## src/design/link_training_defines.svh

```systemverilog
`ifndef LINK_TRAINING_DEFINES_SVH
`define LINK_TRAINING_DEFINES_SVH
// Function
// - Lane 0 lowest field, lane 3 top field
// - Port exists only when build option on; here the port is always present and held inert when the option is off
// - Processor mode bypasses built-in TX adaptation
// - Processor sets lane mode-enable bit for control
// - Tap select: 01 main, 10 post, 11 pre
// - Increment bit sends increment coefficient command
// - Decrement bit sends decrement coefficient command
// - Preset bit sends preset coefficient command
// - Initialize bit sends initialize coefficient command
// - Timer-start bit starts lane error timer
// - Processor reports lane training error
// - Processor reports lane frame lock error
// - Processor reports lane receiver trained
// - Ready bit shows lane accepts commands
// - Frame-lock bit shows training frame lock
// - Handshake-complete bit after coefficient handshake
// - Timer-done bit at maximum timer count
// - Per-lane error count field, counter width
// - Rollover bit when error counter wraps
// - Limit bit when partner coefficients at extreme

`define LANES 4
`define TAP_W 2
`define CMD_W 3
`define BCW 4
`define TIMER_W 16

`define TAP_MAIN 2'h1
`define TAP_POST 2'h2
`define TAP_PRE 2'h3

`define CLK_PERIOD_NS 40
`define BER_TIME_NS 2000
`define BER_TIMER_CYCLES ((`BER_TIME_NS + `CLK_PERIOD_NS - 1) / `CLK_PERIOD_NS)

`define REG_CTRL 12'h000
`define REG_TAP 12'h004
`define REG_CMD 12'h008
`define REG_REPORT 12'h00C
`define REG_STATUS 12'h010
`define REG_COUNT 12'h014

`define CMD_INC_LSB 0
`define CMD_DEC_LSB 4
`define CMD_PRESET_LSB 8
`define CMD_INIT_LSB 12
`define CMD_TIMER_LSB 16

`define RPT_TRAIN_ERR_LSB 0
`define RPT_LOCK_ERR_LSB 4
`define RPT_RX_TRAINED_LSB 8

`define ST_READY_LSB 0
`define ST_LOCK_LSB 4
`define ST_DONE_LSB 8
`define ST_TIMER_LSB 12
`define ST_ROLL_LSB 16
`define ST_LIMIT_LSB 20
`endif

```

## src/design/link_training_pkg.sv

```systemverilog
package link_training_pkg;
  typedef enum logic [3:0] {
    ST_IDLE = 4'h1,
    ST_SEND = 4'h2,
    ST_WAIT = 4'h4,
    ST_DONE = 4'h8
  } lane_state_e;

  typedef enum logic [2:0] {
    CMD_HOLD = 3'h0,
    CMD_INC = 3'h1,
    CMD_DEC = 3'h2,
    CMD_PRESET = 3'h3,
    CMD_INIT = 3'h4
  } coef_cmd_e;
endpackage : link_training_pkg

```

## src/design/link_training_if.sv

```systemverilog
`timescale 1ns/1ps
`include "link_training_defines.svh"
interface link_training_if;
  logic [3:0] mode_en;
  logic [7:0] tap_sel;
  logic [3:0] inc;
  logic [3:0] dec;
  logic [3:0] preset;
  logic [3:0] init;
  logic [3:0] lane_error_timer_start;
  logic [3:0] train_err;
  logic [3:0] lock_err;
  logic [3:0] rx_trained;
  logic [3:0] cmd_ready;
  logic [3:0] frame_lock;
  logic [3:0] lane_handshake_complete;
  logic [3:0] ber_timer_done;
  logic [4*`BCW-1:0] ber_count;
  logic [3:0] ber_rollover;
  logic [3:0] coef_limit;

  modport device (
    input mode_en, tap_sel, inc, dec, preset, init, lane_error_timer_start,
    input train_err, lock_err, rx_trained,
    output cmd_ready, frame_lock, lane_handshake_complete, ber_timer_done,
    output ber_count, ber_rollover, coef_limit
  );
  modport processor (
    output mode_en, tap_sel, inc, dec, preset, init, lane_error_timer_start,
    output train_err, lock_err, rx_trained,
    input cmd_ready, frame_lock, lane_handshake_complete, ber_timer_done,
    input ber_count, ber_rollover, coef_limit
  );
endinterface : link_training_if

```

## src/design/error_tally.sv

```systemverilog
`timescale 1ns/1ps
`include "link_training_defines.svh"
module error_tally (
  input wire logic clk,
  input wire logic rst_b,
  input wire logic clear,
  input wire logic count_en,
  output logic [`BCW-1:0] count,
  output logic rollover
);
  wire at_max = &count;

  // A clear in the same cycle as an error wins: the error belongs to the old window.
  always_ff @(posedge clk or negedge rst_b) begin
    if (!rst_b) begin
      count <= '0;
      rollover <= 1'b0;
    end else if (clear) begin
      count <= '0;
      rollover <= 1'b0;
    end else if (count_en) begin
      count <= count + `BCW'(1);
      if (at_max) begin
        rollover <= 1'b1;
      end
    end
  end
endmodule : error_tally

```

## src/design/link_training_device.sv

```systemverilog
// The register addresses and the APB register port were chosen for this implementation.
`timescale 1ns/1ps
`include "link_training_defines.svh"
module link_training_device #(
  parameter bit UP_ENABLE = 1'b1
) (
  input wire logic clk,
  input wire logic rst_b,
  link_training_if.device lt,
  input wire logic [3:0] builtin_cmd_valid,
  input wire logic [4*`CMD_W-1:0] builtin_cmd,
  input wire logic [4*`TAP_W-1:0] builtin_tap,
  input wire logic [3:0] partner_ack,
  input wire logic [3:0] partner_at_limit,
  input wire logic [3:0] rx_frame_seen,
  input wire logic [3:0] bit_error,
  output logic [3:0] coef_cmd_valid,
  output logic [4*`CMD_W-1:0] coef_cmd,
  output logic [4*`TAP_W-1:0] coef_tap,
  output logic [3:0] lane_trained,
  output logic [3:0] lane_fault
);
  localparam logic [`TIMER_W-1:0] TIMER_LAST = `TIMER_W'(`BER_TIMER_CYCLES - 1);

  ////////////////////////////////////////////////////////////////////////////
  // Command edges. Inputs are levels; only a rising edge is a request, so a
  // held bit issues at most one command.
  logic [3:0] inc_q;
  logic [3:0] dec_q;
  logic [3:0] preset_q;
  logic [3:0] init_q;
  logic [3:0] start_q;

  always_ff @(posedge clk or negedge rst_b) begin
    if (!rst_b) begin
      inc_q <= '0;
      dec_q <= '0;
      preset_q <= '0;
      init_q <= '0;
      start_q <= '0;
    end else begin
      inc_q <= lt.inc;
      dec_q <= lt.dec;
      preset_q <= lt.preset;
      init_q <= lt.init;
      start_q <= lt.lane_error_timer_start;
    end
  end

  wire [3:0] inc_edge = lt.inc & ~inc_q;
  wire [3:0] dec_edge = lt.dec & ~dec_q;
  wire [3:0] preset_edge = lt.preset & ~preset_q;
  wire [3:0] init_edge = lt.init & ~init_q;
  wire [3:0] start_edge = lt.lane_error_timer_start & ~start_q;
  // Without the build option the processor port is inert and reads as zero.
  wire [3:0] proc_mode = lt.mode_en & {4{UP_ENABLE}};

  logic [3:0] ready_r;
  logic [3:0] lock_r;
  logic [3:0] done_r;
  logic [3:0] timer_done_r;
  logic [3:0] limit_r;
  logic [3:0] running;
  logic [3:0] tally_roll;
  logic [4*`BCW-1:0] tally_count;

  // Each lane runs its own handshake, error timer and tally; lanes never share state.
  genvar i;
  generate
    for (i = 0; i < `LANES; i++) begin : g_lane
      link_training_pkg::lane_state_e state;
      link_training_pkg::lane_state_e next_state;
      link_training_pkg::coef_cmd_e proc_cmd;
      logic [`CMD_W-1:0] cmd_r;
      logic [`TAP_W-1:0] tap_r;
      logic [`TIMER_W-1:0] timer;
      wire [`TAP_W-1:0] proc_tap = lt.tap_sel[i*`TAP_W +: `TAP_W];
      wire [`TAP_W-1:0] auto_tap = builtin_tap[i*`TAP_W +: `TAP_W];
      wire [`CMD_W-1:0] auto_cmd = builtin_cmd[i*`CMD_W +: `CMD_W];
      // A tap select of 00 names no tap, so the command is not taken.
      wire proc_valid = proc_mode[i] && (proc_cmd != link_training_pkg::CMD_HOLD) &&
                        (proc_tap != 2'h0);
      wire req_valid = proc_mode[i] ? proc_valid : builtin_cmd_valid[i];
      wire [`CMD_W-1:0] req_cmd = proc_mode[i] ? proc_cmd : auto_cmd;
      wire [`TAP_W-1:0] req_tap = proc_mode[i] ? proc_tap : auto_tap;
      wire timer_end = running[i] && (timer == TIMER_LAST);

      // Initialize outranks preset, then increment, then decrement.
      always_comb begin
        if (init_edge[i]) begin
          proc_cmd = link_training_pkg::CMD_INIT;
        end else if (preset_edge[i]) begin
          proc_cmd = link_training_pkg::CMD_PRESET;
        end else if (inc_edge[i]) begin
          proc_cmd = link_training_pkg::CMD_INC;
        end else if (dec_edge[i]) begin
          proc_cmd = link_training_pkg::CMD_DEC;
        end else begin
          proc_cmd = link_training_pkg::CMD_HOLD;
        end
      end

      // Requests that arrive outside idle are dropped; ready is low then.
      always_comb begin
        case (state)
          link_training_pkg::ST_IDLE: begin
            next_state = req_valid ? link_training_pkg::ST_SEND : link_training_pkg::ST_IDLE;
          end
          link_training_pkg::ST_SEND: begin
            next_state = link_training_pkg::ST_WAIT;
          end
          link_training_pkg::ST_WAIT: begin
            next_state = partner_ack[i] ? link_training_pkg::ST_DONE :
                         link_training_pkg::ST_WAIT;
          end
          link_training_pkg::ST_DONE: begin
            next_state = link_training_pkg::ST_IDLE;
          end
          default: begin
            next_state = link_training_pkg::ST_IDLE;
          end
        endcase
      end

      // Ready follows next_state, so it drops at the very edge that takes a request.
      // A processor that polls ready therefore cannot slip a second command in behind.
      always_ff @(posedge clk or negedge rst_b) begin
        if (!rst_b) begin
          state <= link_training_pkg::ST_IDLE;
          cmd_r <= '0;
          tap_r <= '0;
          coef_cmd_valid[i] <= 1'b0;
          ready_r[i] <= 1'b0;
          done_r[i] <= 1'b0;
        end else begin
          state <= next_state;
          coef_cmd_valid[i] <= (next_state == link_training_pkg::ST_SEND);
          ready_r[i] <= proc_mode[i] && (next_state == link_training_pkg::ST_IDLE);
          if (state == link_training_pkg::ST_IDLE && req_valid) begin
            cmd_r <= req_cmd;
            tap_r <= req_tap;
            done_r[i] <= 1'b0;
          end else if (next_state == link_training_pkg::ST_DONE) begin
            done_r[i] <= proc_mode[i];
          end
        end
      end

      // In processor mode a start pulse always restarts the window and clears the done flag and the tally.
      // A result left over from an earlier window is thus never read as the new one.
      always_ff @(posedge clk or negedge rst_b) begin
        if (!rst_b) begin
          timer <= '0;
          running[i] <= 1'b0;
          timer_done_r[i] <= 1'b0;
        end else if (proc_mode[i] && start_edge[i]) begin
          timer <= '0;
          running[i] <= 1'b1;
          timer_done_r[i] <= 1'b0;
        end else if (timer_end) begin
          running[i] <= 1'b0;
          timer_done_r[i] <= 1'b1;
        end else if (running[i]) begin
          timer <= timer + `TIMER_W'(1);
        end
      end

      // Errors count only while the timer runs, so a stray error between windows is lost.
      // The tally wraps rather than saturates; the rollover flag tells software it did.
      error_tally error_tally_i (
        .clk(clk),
        .rst_b(rst_b),
        .clear((proc_mode[i] && start_edge[i]) || !UP_ENABLE),
        .count_en(running[i] && bit_error[i]),
        .count(tally_count[i*`BCW +: `BCW]),
        .rollover(tally_roll[i])
      );

      assign coef_cmd[i*`CMD_W +: `CMD_W] = cmd_r;
      assign coef_tap[i*`TAP_W +: `TAP_W] = tap_r;
    end
  endgenerate

  ////////////////////////////////////////////////////////////////////////////
  // Lane status. Lock follows rx_frame_seen even while the processor flags a lock
  // error; that error reaches the user side only through lane_fault.
  always_ff @(posedge clk or negedge rst_b) begin
    if (!rst_b) begin
      lock_r <= '0;
      limit_r <= '0;
      lane_trained <= '0;
      lane_fault <= '0;
    end else begin
      lock_r <= rx_frame_seen & {4{UP_ENABLE}};
      limit_r <= partner_at_limit & {4{UP_ENABLE}};
      lane_trained <= proc_mode & lt.rx_trained & ~lt.train_err;
      lane_fault <= proc_mode & (lt.train_err | lt.lock_err);
    end
  end

  // Status leaves through the interface straight from the flops above.
  assign lt.cmd_ready = ready_r;
  assign lt.frame_lock = lock_r;
  assign lt.lane_handshake_complete = done_r;
  assign lt.ber_timer_done = timer_done_r;
  assign lt.ber_count = tally_count;
  assign lt.ber_rollover = tally_roll;
  assign lt.coef_limit = limit_r;
endmodule : link_training_device

```

## src/flat_wrapper.sv

```systemverilog
// flat-port wrapper written by rule: the top's interface ports become plain ports
module link_training_device_flat 
#(
  parameter bit UP_ENABLE = 1'b1
)
  (clk, rst_b, builtin_cmd_valid, builtin_cmd, builtin_tap, partner_ack, partner_at_limit, rx_frame_seen, bit_error, coef_cmd_valid, coef_cmd, coef_tap, lane_trained, lane_fault, lt_mode_en, lt_tap_sel, lt_inc, lt_dec, lt_preset, lt_init, lt_lane_error_timer_start, lt_train_err, lt_lock_err, lt_rx_trained, lt_cmd_ready, lt_frame_lock, lt_lane_handshake_complete, lt_ber_timer_done, lt_ber_count, lt_ber_rollover, lt_coef_limit);
  link_training_if lt_i ();
  input wire logic clk;
  input wire logic rst_b;
  input wire logic [3:0] builtin_cmd_valid;
  input wire logic [4*`CMD_W-1:0] builtin_cmd;
  input wire logic [4*`TAP_W-1:0] builtin_tap;
  input wire logic [3:0] partner_ack;
  input wire logic [3:0] partner_at_limit;
  input wire logic [3:0] rx_frame_seen;
  input wire logic [3:0] bit_error;
  output logic [3:0] coef_cmd_valid;
  output logic [4*`CMD_W-1:0] coef_cmd;
  output logic [4*`TAP_W-1:0] coef_tap;
  output logic [3:0] lane_trained;
  output logic [3:0] lane_fault;
  input wire logic [$bits(lt_i.mode_en)-1:0] lt_mode_en;
  input wire logic [$bits(lt_i.tap_sel)-1:0] lt_tap_sel;
  input wire logic [$bits(lt_i.inc)-1:0] lt_inc;
  input wire logic [$bits(lt_i.dec)-1:0] lt_dec;
  input wire logic [$bits(lt_i.preset)-1:0] lt_preset;
  input wire logic [$bits(lt_i.init)-1:0] lt_init;
  input wire logic [$bits(lt_i.lane_error_timer_start)-1:0] lt_lane_error_timer_start;
  input wire logic [$bits(lt_i.train_err)-1:0] lt_train_err;
  input wire logic [$bits(lt_i.lock_err)-1:0] lt_lock_err;
  input wire logic [$bits(lt_i.rx_trained)-1:0] lt_rx_trained;
  output wire logic [$bits(lt_i.cmd_ready)-1:0] lt_cmd_ready;
  output wire logic [$bits(lt_i.frame_lock)-1:0] lt_frame_lock;
  output wire logic [$bits(lt_i.lane_handshake_complete)-1:0] lt_lane_handshake_complete;
  output wire logic [$bits(lt_i.ber_timer_done)-1:0] lt_ber_timer_done;
  output wire logic [$bits(lt_i.ber_count)-1:0] lt_ber_count;
  output wire logic [$bits(lt_i.ber_rollover)-1:0] lt_ber_rollover;
  output wire logic [$bits(lt_i.coef_limit)-1:0] lt_coef_limit;
  assign lt_i.mode_en = lt_mode_en;
  assign lt_i.tap_sel = lt_tap_sel;
  assign lt_i.inc = lt_inc;
  assign lt_i.dec = lt_dec;
  assign lt_i.preset = lt_preset;
  assign lt_i.init = lt_init;
  assign lt_i.lane_error_timer_start = lt_lane_error_timer_start;
  assign lt_i.train_err = lt_train_err;
  assign lt_i.lock_err = lt_lock_err;
  assign lt_i.rx_trained = lt_rx_trained;
  assign lt_cmd_ready = lt_i.cmd_ready;
  assign lt_frame_lock = lt_i.frame_lock;
  assign lt_lane_handshake_complete = lt_i.lane_handshake_complete;
  assign lt_ber_timer_done = lt_i.ber_timer_done;
  assign lt_ber_count = lt_i.ber_count;
  assign lt_ber_rollover = lt_i.ber_rollover;
  assign lt_coef_limit = lt_i.coef_limit;
  link_training_device #(.UP_ENABLE(UP_ENABLE)) u_core (.clk(clk), .rst_b(rst_b), .lt(lt_i), .builtin_cmd_valid(builtin_cmd_valid), .builtin_cmd(builtin_cmd), .builtin_tap(builtin_tap), .partner_ack(partner_ack), .partner_at_limit(partner_at_limit), .rx_frame_seen(rx_frame_seen), .bit_error(bit_error), .coef_cmd_valid(coef_cmd_valid), .coef_cmd(coef_cmd), .coef_tap(coef_tap), .lane_trained(lane_trained), .lane_fault(lane_fault));
endmodule
```

## config.mk

```make
export PLATFORM = sky130hd
export DESIGN_NAME = link_training_device_flat
export DESIGN_NICKNAME = d
export VERILOG_FILES = /design/src/design/link_training_pkg.sv /design/src/design/link_training_if.sv /design/src/design/error_tally.sv /design/src/design/link_training_device.sv /design/src/flat_wrapper.sv
export VERILOG_INCLUDE_DIRS = /design/src /design/src/design
export SDC_FILE = /design/constraint.sdc
export NUM_CORES = 1
export LEC_CHECK = 0
export BUFFER_PORTS_ARGS = -buffer_cell sky130_fd_sc_hd__buf_4
export CAP_MARGIN = 15
export CORE_MARGIN = 8
export CORE_UTILIZATION = 35
export CTS_BUF_LIST = sky130_fd_sc_hd__clkbuf_4 sky130_fd_sc_hd__clkbuf_8 sky130_fd_sc_hd__clkbuf_16
export DETAILED_ROUTE_END_ITERATION = 8
export GPL_ROUTABILITY_DRIVEN = 0
export GPL_TIMING_DRIVEN = 0
export PLACE_DENSITY = 0.57
export SLEW_MARGIN = 20
export SYNTH_ARGS = -nofsm -noshare
export SYNTH_HDL_FRONTEND = slang
export SYNTH_SLANG_ARGS = --single-unit
```

## constraint.sdc

```tcl
create_clock -name clk -period 2.2 [get_ports clk]
set_clock_uncertainty 0.15 [all_clocks]
set_input_delay 0.22 -clock clk [delete_from_list [all_inputs] [get_ports clk]]
set_output_delay 0.22 -clock clk [all_outputs]
set_load 0.01 [all_outputs]
```

== After elaboration in Yosys (flattened, before gate mapping) ==
Index checks and enable logic that the tools add are counted.
W data, S select, Z words.

* Register bits: 176
* Input port bits: 86
* Output and inout port bits: 72

* $add $sub $neg: 8
* Equal/unequal tests: 32
* Multiplexer cells: 96
* Bitwise operators: 15
* Reduce and logical (&&, ||, !) cells: 68

{| class="wikitable"
|+ Operators with widths
! operator !! count
|-
| $mux W16 || 12
|-
| $add A16 B1 Y16 const B || 4
|-
| $eq A16 B6 Y1 const B || 4
|-
| $mux W3 || 16
|-
| $mux W4 || 12
|-
| $pmux W4 S3 || 4
|-
| $reduce_bool A2 Y1 || 24
|-
| $mux W1 || 40
|-
| $and A4 B4 Y4 || 8
|-
| $eq A4 B1 Y1 const B || 8
|-
| $eq A4 B2 Y1 const B || 8
|-
| $logic_and A1 B1 Y1 || 28
|-
| $mux W2 || 12
|-
| $not A4 Y4 || 6
|-
| $add A4 B1 Y4 const B || 4
|-
| $eq A4 B3 Y1 const B || 4
|-
| $eq A4 B4 Y1 const B || 4
|-
| $reduce_and A2 Y1 || 8
|-
| $reduce_and A4 Y1 || 4
|-
| $reduce_bool A3 Y1 || 4
|-
| $ne A2 B2 Y1 const B || 4
|-
| $or A4 B4 Y4 || 1
|}

== Logic depth before layout (Yosys ltp) ==
* Depth in word-level cells: 15
* Depth in mapped cells: 7

== Cells and area by module ==
Synthesis repeated with hierarchy kept, for this count alone.

* Cell total of the unflattened synthesis: 724
* Area total of the unflattened synthesis: 7,991.4 um2

{| class="wikitable"
|+ By module, submodules not included
! module !! instances !! cells each !! area each (um2) !! seq. area each (um2)
|-
| link_training_device || 1 || 644 || 7,065.5 || 3,908.7
|-
| error_tally || 4 || 20 || 231.5 || 125.1
|}

== Least setup slack after synthesis ==
No wires, ideal clock.

* Path kind: flip-flop to flip-flop
* Start point: register u_core.g_lane[0].state[0]
* End point: register u_core.g_lane[0].cmd_r[0]
* Setup time: 0.125 ns
* Arrival time: 2.122 ns
* Setup slack: -0.196 ns
* Stages on the path, launching flop included: 6
* Cells stage by stage: dfstp_2 > or3b_1 > buf_6 > or4b_4 > o22ai_4 > mux2_2

* Cells in the longest elaborated chain, start to end: 2

{| class="wikitable"
|+ RTL lines
! element !! RTL line !! text
|-
| start: declaration || link_training_device.sv:71 || <nowiki>link_training_pkg::lane_state_e state;</nowiki>
|-
| start signal: assignment || link_training_device.sv:129 || <nowiki>state <= link_training_pkg::ST_IDLE;</nowiki>
|-
| start signal: assignment || link_training_device.sv:136 || <nowiki>state <= next_state;</nowiki>
|-
| $eq A4 B1 Y1 || link_training_device.sv:139 || <nowiki>if (state == link_training_pkg::ST_IDLE && req_valid) begin</nowiki>
|-
| $logic_and A1 B1 Y1 || link_training_device.sv:139 ||
|-
| end signal: assignment || link_training_device.sv:140 || <nowiki>cmd_r <= req_cmd;</nowiki>
|-
| end: declaration || link_training_device.sv:74 || <nowiki>logic [`CMD_W-1:0] cmd_r;</nowiki>
|}

Every way passes these cells.
A chain may end at the register's enable or synchronous reset.

== Worst setup path in the final report ==
* Start point: register u_core.g_lane[0].state[0]
* End point: register u_core.g_lane[0].tap_r[0]

* Cells in the longest elaborated chain, start to end: 2

{| class="wikitable"
|+ RTL lines
! element !! RTL line !! text
|-
| $eq A4 B1 Y1 || link_training_device.sv:139 ||
|-
| $logic_and A1 B1 Y1 || link_training_device.sv:139 ||
|-
| end signal: assignment || link_training_device.sv:141 || <nowiki>tap_r <= req_tap;</nowiki>
|-
| end: declaration || link_training_device.sv:75 || <nowiki>logic [`TAP_W-1:0] tap_r;</nowiki>
|}

Every way passes these cells.

==> summary.md <==
| Metric | Value |
|---|---|
| Status | finished with violations |
| Failing checks | setup timing |
| Gate Count Post-Synth | 755 |
| CTS clock-pin slew for the worst setup and hold paths | 0.07 ns |
| Synth area leader | dfrtp_1 |
| Synth area leaders | dfrtp_1 (53%), mux2_2 (4.2%), nor2_1 (3.8%), xor2_1 (3.4%), nand2_1 (2.4%) |
| Worst slew pin tran | 0.814 ns |
| Sequential cell area | 4410 sq um |
| Top-area cell type share of the netlist area | 0.533 |
| Mux share of post-synthesis cell area | 0.0493 |
| Synthesized area | 8070 sq um |
| Register area share after synthesis | 0.546 |
| Synth Area in Simple Gates | 0.209 |
| Remaining DRCs | 0 |
| Design area | 11100 sq um |
| Largest net degree at the start of global routing | 92 |
| First-pass GRT wire length | 33900 um |
| Area Overhead vs Synth | 37.0% |
| Post-Synth XOR/XNOR Area | 0.0477 |
| Most common cell in the netlist | dfrtp_1 |
| Area of the multi-input gates | 3520 sq um |
| Wirelength, routed | 20200 um |
| Yosys cell types | 57 |
| Compound-Gate Fraction of Synth Area | 0.100 |
| RSZ-0062 raised after global routing | true |
| Largest family of logic cells by synthesized area | simple AND/OR/NAND/NOR gates |
| Total grt overflow | 0 |
| Die height | 168 um |
| Syn_nets | 853 |
| DP Worst Slack | -0.321 ns |
| Clk Latency, worst-skew pair | 0.43 ns |
| CTS Sinks | 176 |
| Finish-stage setup viols | 5 |
| CP max stage delay | 0.53 ns |
| WP data arrival | 2.49 ns |
| Peak fanout along the critical path | 3 |
| Gr usage total | 0.145 |
| Main synth FF type | dfrtp_1 |
| Worst-path cell chain | or3b_4, or4b_4, o22ai_4, buf_6, mux2_4 |
| H-tree depth | 4 |
| Total Power | 10.9 mW |
| Synth warn | 0 |
| TNS Setup | -0.567 ns |
| Detailed placer's ending HPWL | 14000 um |
| Minimum clock period | 2.32 ns |
| Die area | 28200 sq um |
| Synth top cells by count | dfrtp_1 (172), nor2_1 (82), nand2_1 (51) |
| Max transition margin | 0.452 |
| Antenna violations before repair | 1 |
| Hold Worst Slack | 0.0257 ns |
| Root Driver | clkbuf_16 |
| Post-DR wirelength/cell | 15.5 um |
| CTS tree | built |
| Final worst-path setup slack | -0.125 ns |
| Setup crit start kind | flip-flop |
| MaxCap Viol Count | 0 |
| Final ANT Viol Nets | 0 |
| Starting density of the core | 0.357 |
| # IOs | 158 |
| Max IR drop VDD | 0.440 mV |
| Core region area | 22600 sq um |
| Min-delay worst type | input pin to flip-flop |
| Routed vias | 6492 |
| Final hold viol count | 0 |
| Crit path kind | flip-flop to flip-flop |
| Via-per-instance ratio | 4.99 |
| TritonCTS buffer count | 17 |
| Average size of a mapped cell | 10.7 sq um |
| Slowest CP cell | dfstp_2 |
| Max clock buf depth | 2 |
| Lkg Pwr | 5.22 nW |
| Final net count | 1098 |
| WP data required | 2.36 ns |
| DRT iter0 DRCs | 370 |
| Row cnt | 55 |
| FFs w/ async S/R, synth | 1.00 |
| Vias in the first global route | 6714 |
| Part of the cycle the worst path needs | 1.06 |
| Chip width | 168 um |
| Fill cell count | 2053 |
| Dpl cell area | 9640 sq um |
| Pwr dens | 985 nW/um^2 |
| Slew Viols, Final | 0 |
| Fmax | 430 MHz |
| CP Capture Type | flip-flop |
| Post-synth EDFFs | 0 |
| Drt first pass iters | 4 |
| PortBufs | 157 |
| #FFs+latches synth | 176 |
| Share of cells above drive strength 1 | 0.261 |
| Post-Synth Adder-Cell Area | 0.0186 |
-- path summary, 6_finish.rpt --
path | depth (start not counted) | to | start | slack (ns)
worst min-delay path | 3 | u_core.g_lane[2].tap_r[1] | lt_tap_sel[5] | 0.03
worst max register to register | 5 | u_core.g_lane[0].tap_r[0] | u_core.g_lane[0].state[0] | -0.12
worst max-delay path | 5 | u_core.g_lane[0].tap_r[0] | u_core.g_lane[0].state[0] | -0.12
max in group asynchronous | 3 | u_core.g_lane[2].state[3] | rst_b | 0.79
worst min register to register | 1 | u_core.g_lane[1].state[2] | u_core.g_lane[1].state[3] | 0.33
min in group asynchronous | 2 | u_core.lane_fault[0] | rst_b | 0.20
-- cell usage in the layout (no fill, tap or decap), types with 8 or more instances in the layout --
cell           instances
and4_1                10
xnor2_1               13
nand4_1               16
o21a_1                10
mux2_2                21
mux2_4                 9
and2_1                 8
or4_1                 10
nor3_1                11
xor2_1                31
o22ai_1                9
clkbuf_16             17
clkbuf_1              13
o21ai_0               16
dlygate4sd3_1         61
nand2b_1              20
buf_4                168
dfrtp_1              172
and3_1                13
a41oi_1                8
or3_1                  9
inv_1                 29
ha_1                  12
nand2_1               51
nor2b_1               14
a21oi_1               29
nand3_1               30
nor2_1                82
-- layer usage --
layer / routed length [um] / GRT usage
met1: 9210 / 0.183
met2: 9670 / 0.236
met3: 1090 / 0.0463
met4: 191 / 0.0380
met5: 0 / 0
-- through the flow --
stage | utilization | instances
6_report | 0.489 | 1300
5_1_grt | 0.488 | 1299
4_1_cts | 0.485 | 1295
3_5_place_dp | 0.426 | 1198
3_3_place_gp | 0.424 | 1197
2_1_floorplan | - | 755
-- what timing repair did --
| action | 4_1_cts | 5_1_grt |
|---|---|---|
| hold buffers | 61 | 0 |
| setup buffers | 5 | 4 |
| setup endpoints to repair | 14 | 30 |
| hold endpoints to repair | 140 | 0 |
| pin swaps | 2 | 3 |
| gates resized for setup | 12 | 15 |
-- registers in the layout, indices dropped and copies added (netlist names), 8 cells and up --
signal / flops
u_core.g_lane.state: 16
u_core.g_lane.cmd_r: 12
u_core.g_lane.error_tally_i.count: 16
u_core.g_lane.timer: 64
u_core.g_lane.tap_r: 8
-- area by class of cell --
type | count | area share
Clock inverter | 13 | 0.0180
Tap cell | 285 | 0.0322
Timing Repair Buffer | 228 | 0.172
Antenna cell | 2 | 0.000452
Multi-Input combinational cell | 524 | 0.319
Clock buffer | 19 | 0.0398
Buffer | 24 | 0.0107
Inverter | 29 | 0.00984
Sequential cell | 176 | 0.399
-- critical path, delay by kind of cell, from the launching register on --
family	cells	cell delay (ns)
flops	1	0.53
simple gates	2	0.89
mux	1	0.29
buf+inv	1	0.15
compound gates	1	0.20
-- cells by family after synthesis --
group           after synthesis
xor+xnor                     44
fa+ha+maj                    12
compound gates              118
flops                       176
buf+inv                      55
mux                          36
simple gates                314
-- power breakdown --
| part | switching, mW | total, mW | internal (mW) |
|---|---|---|---|
| Combinational | 1.37 | 3.09 | 1.72 |
| Sequential | 0.575 | 4.50 | 3.92 |
| Clock | 1.35 | 3.31 | 1.96 |
| Total | 3.30 | 10.9 | 7.59 |
No activity file was read; power rests on OpenSTA's default activity.
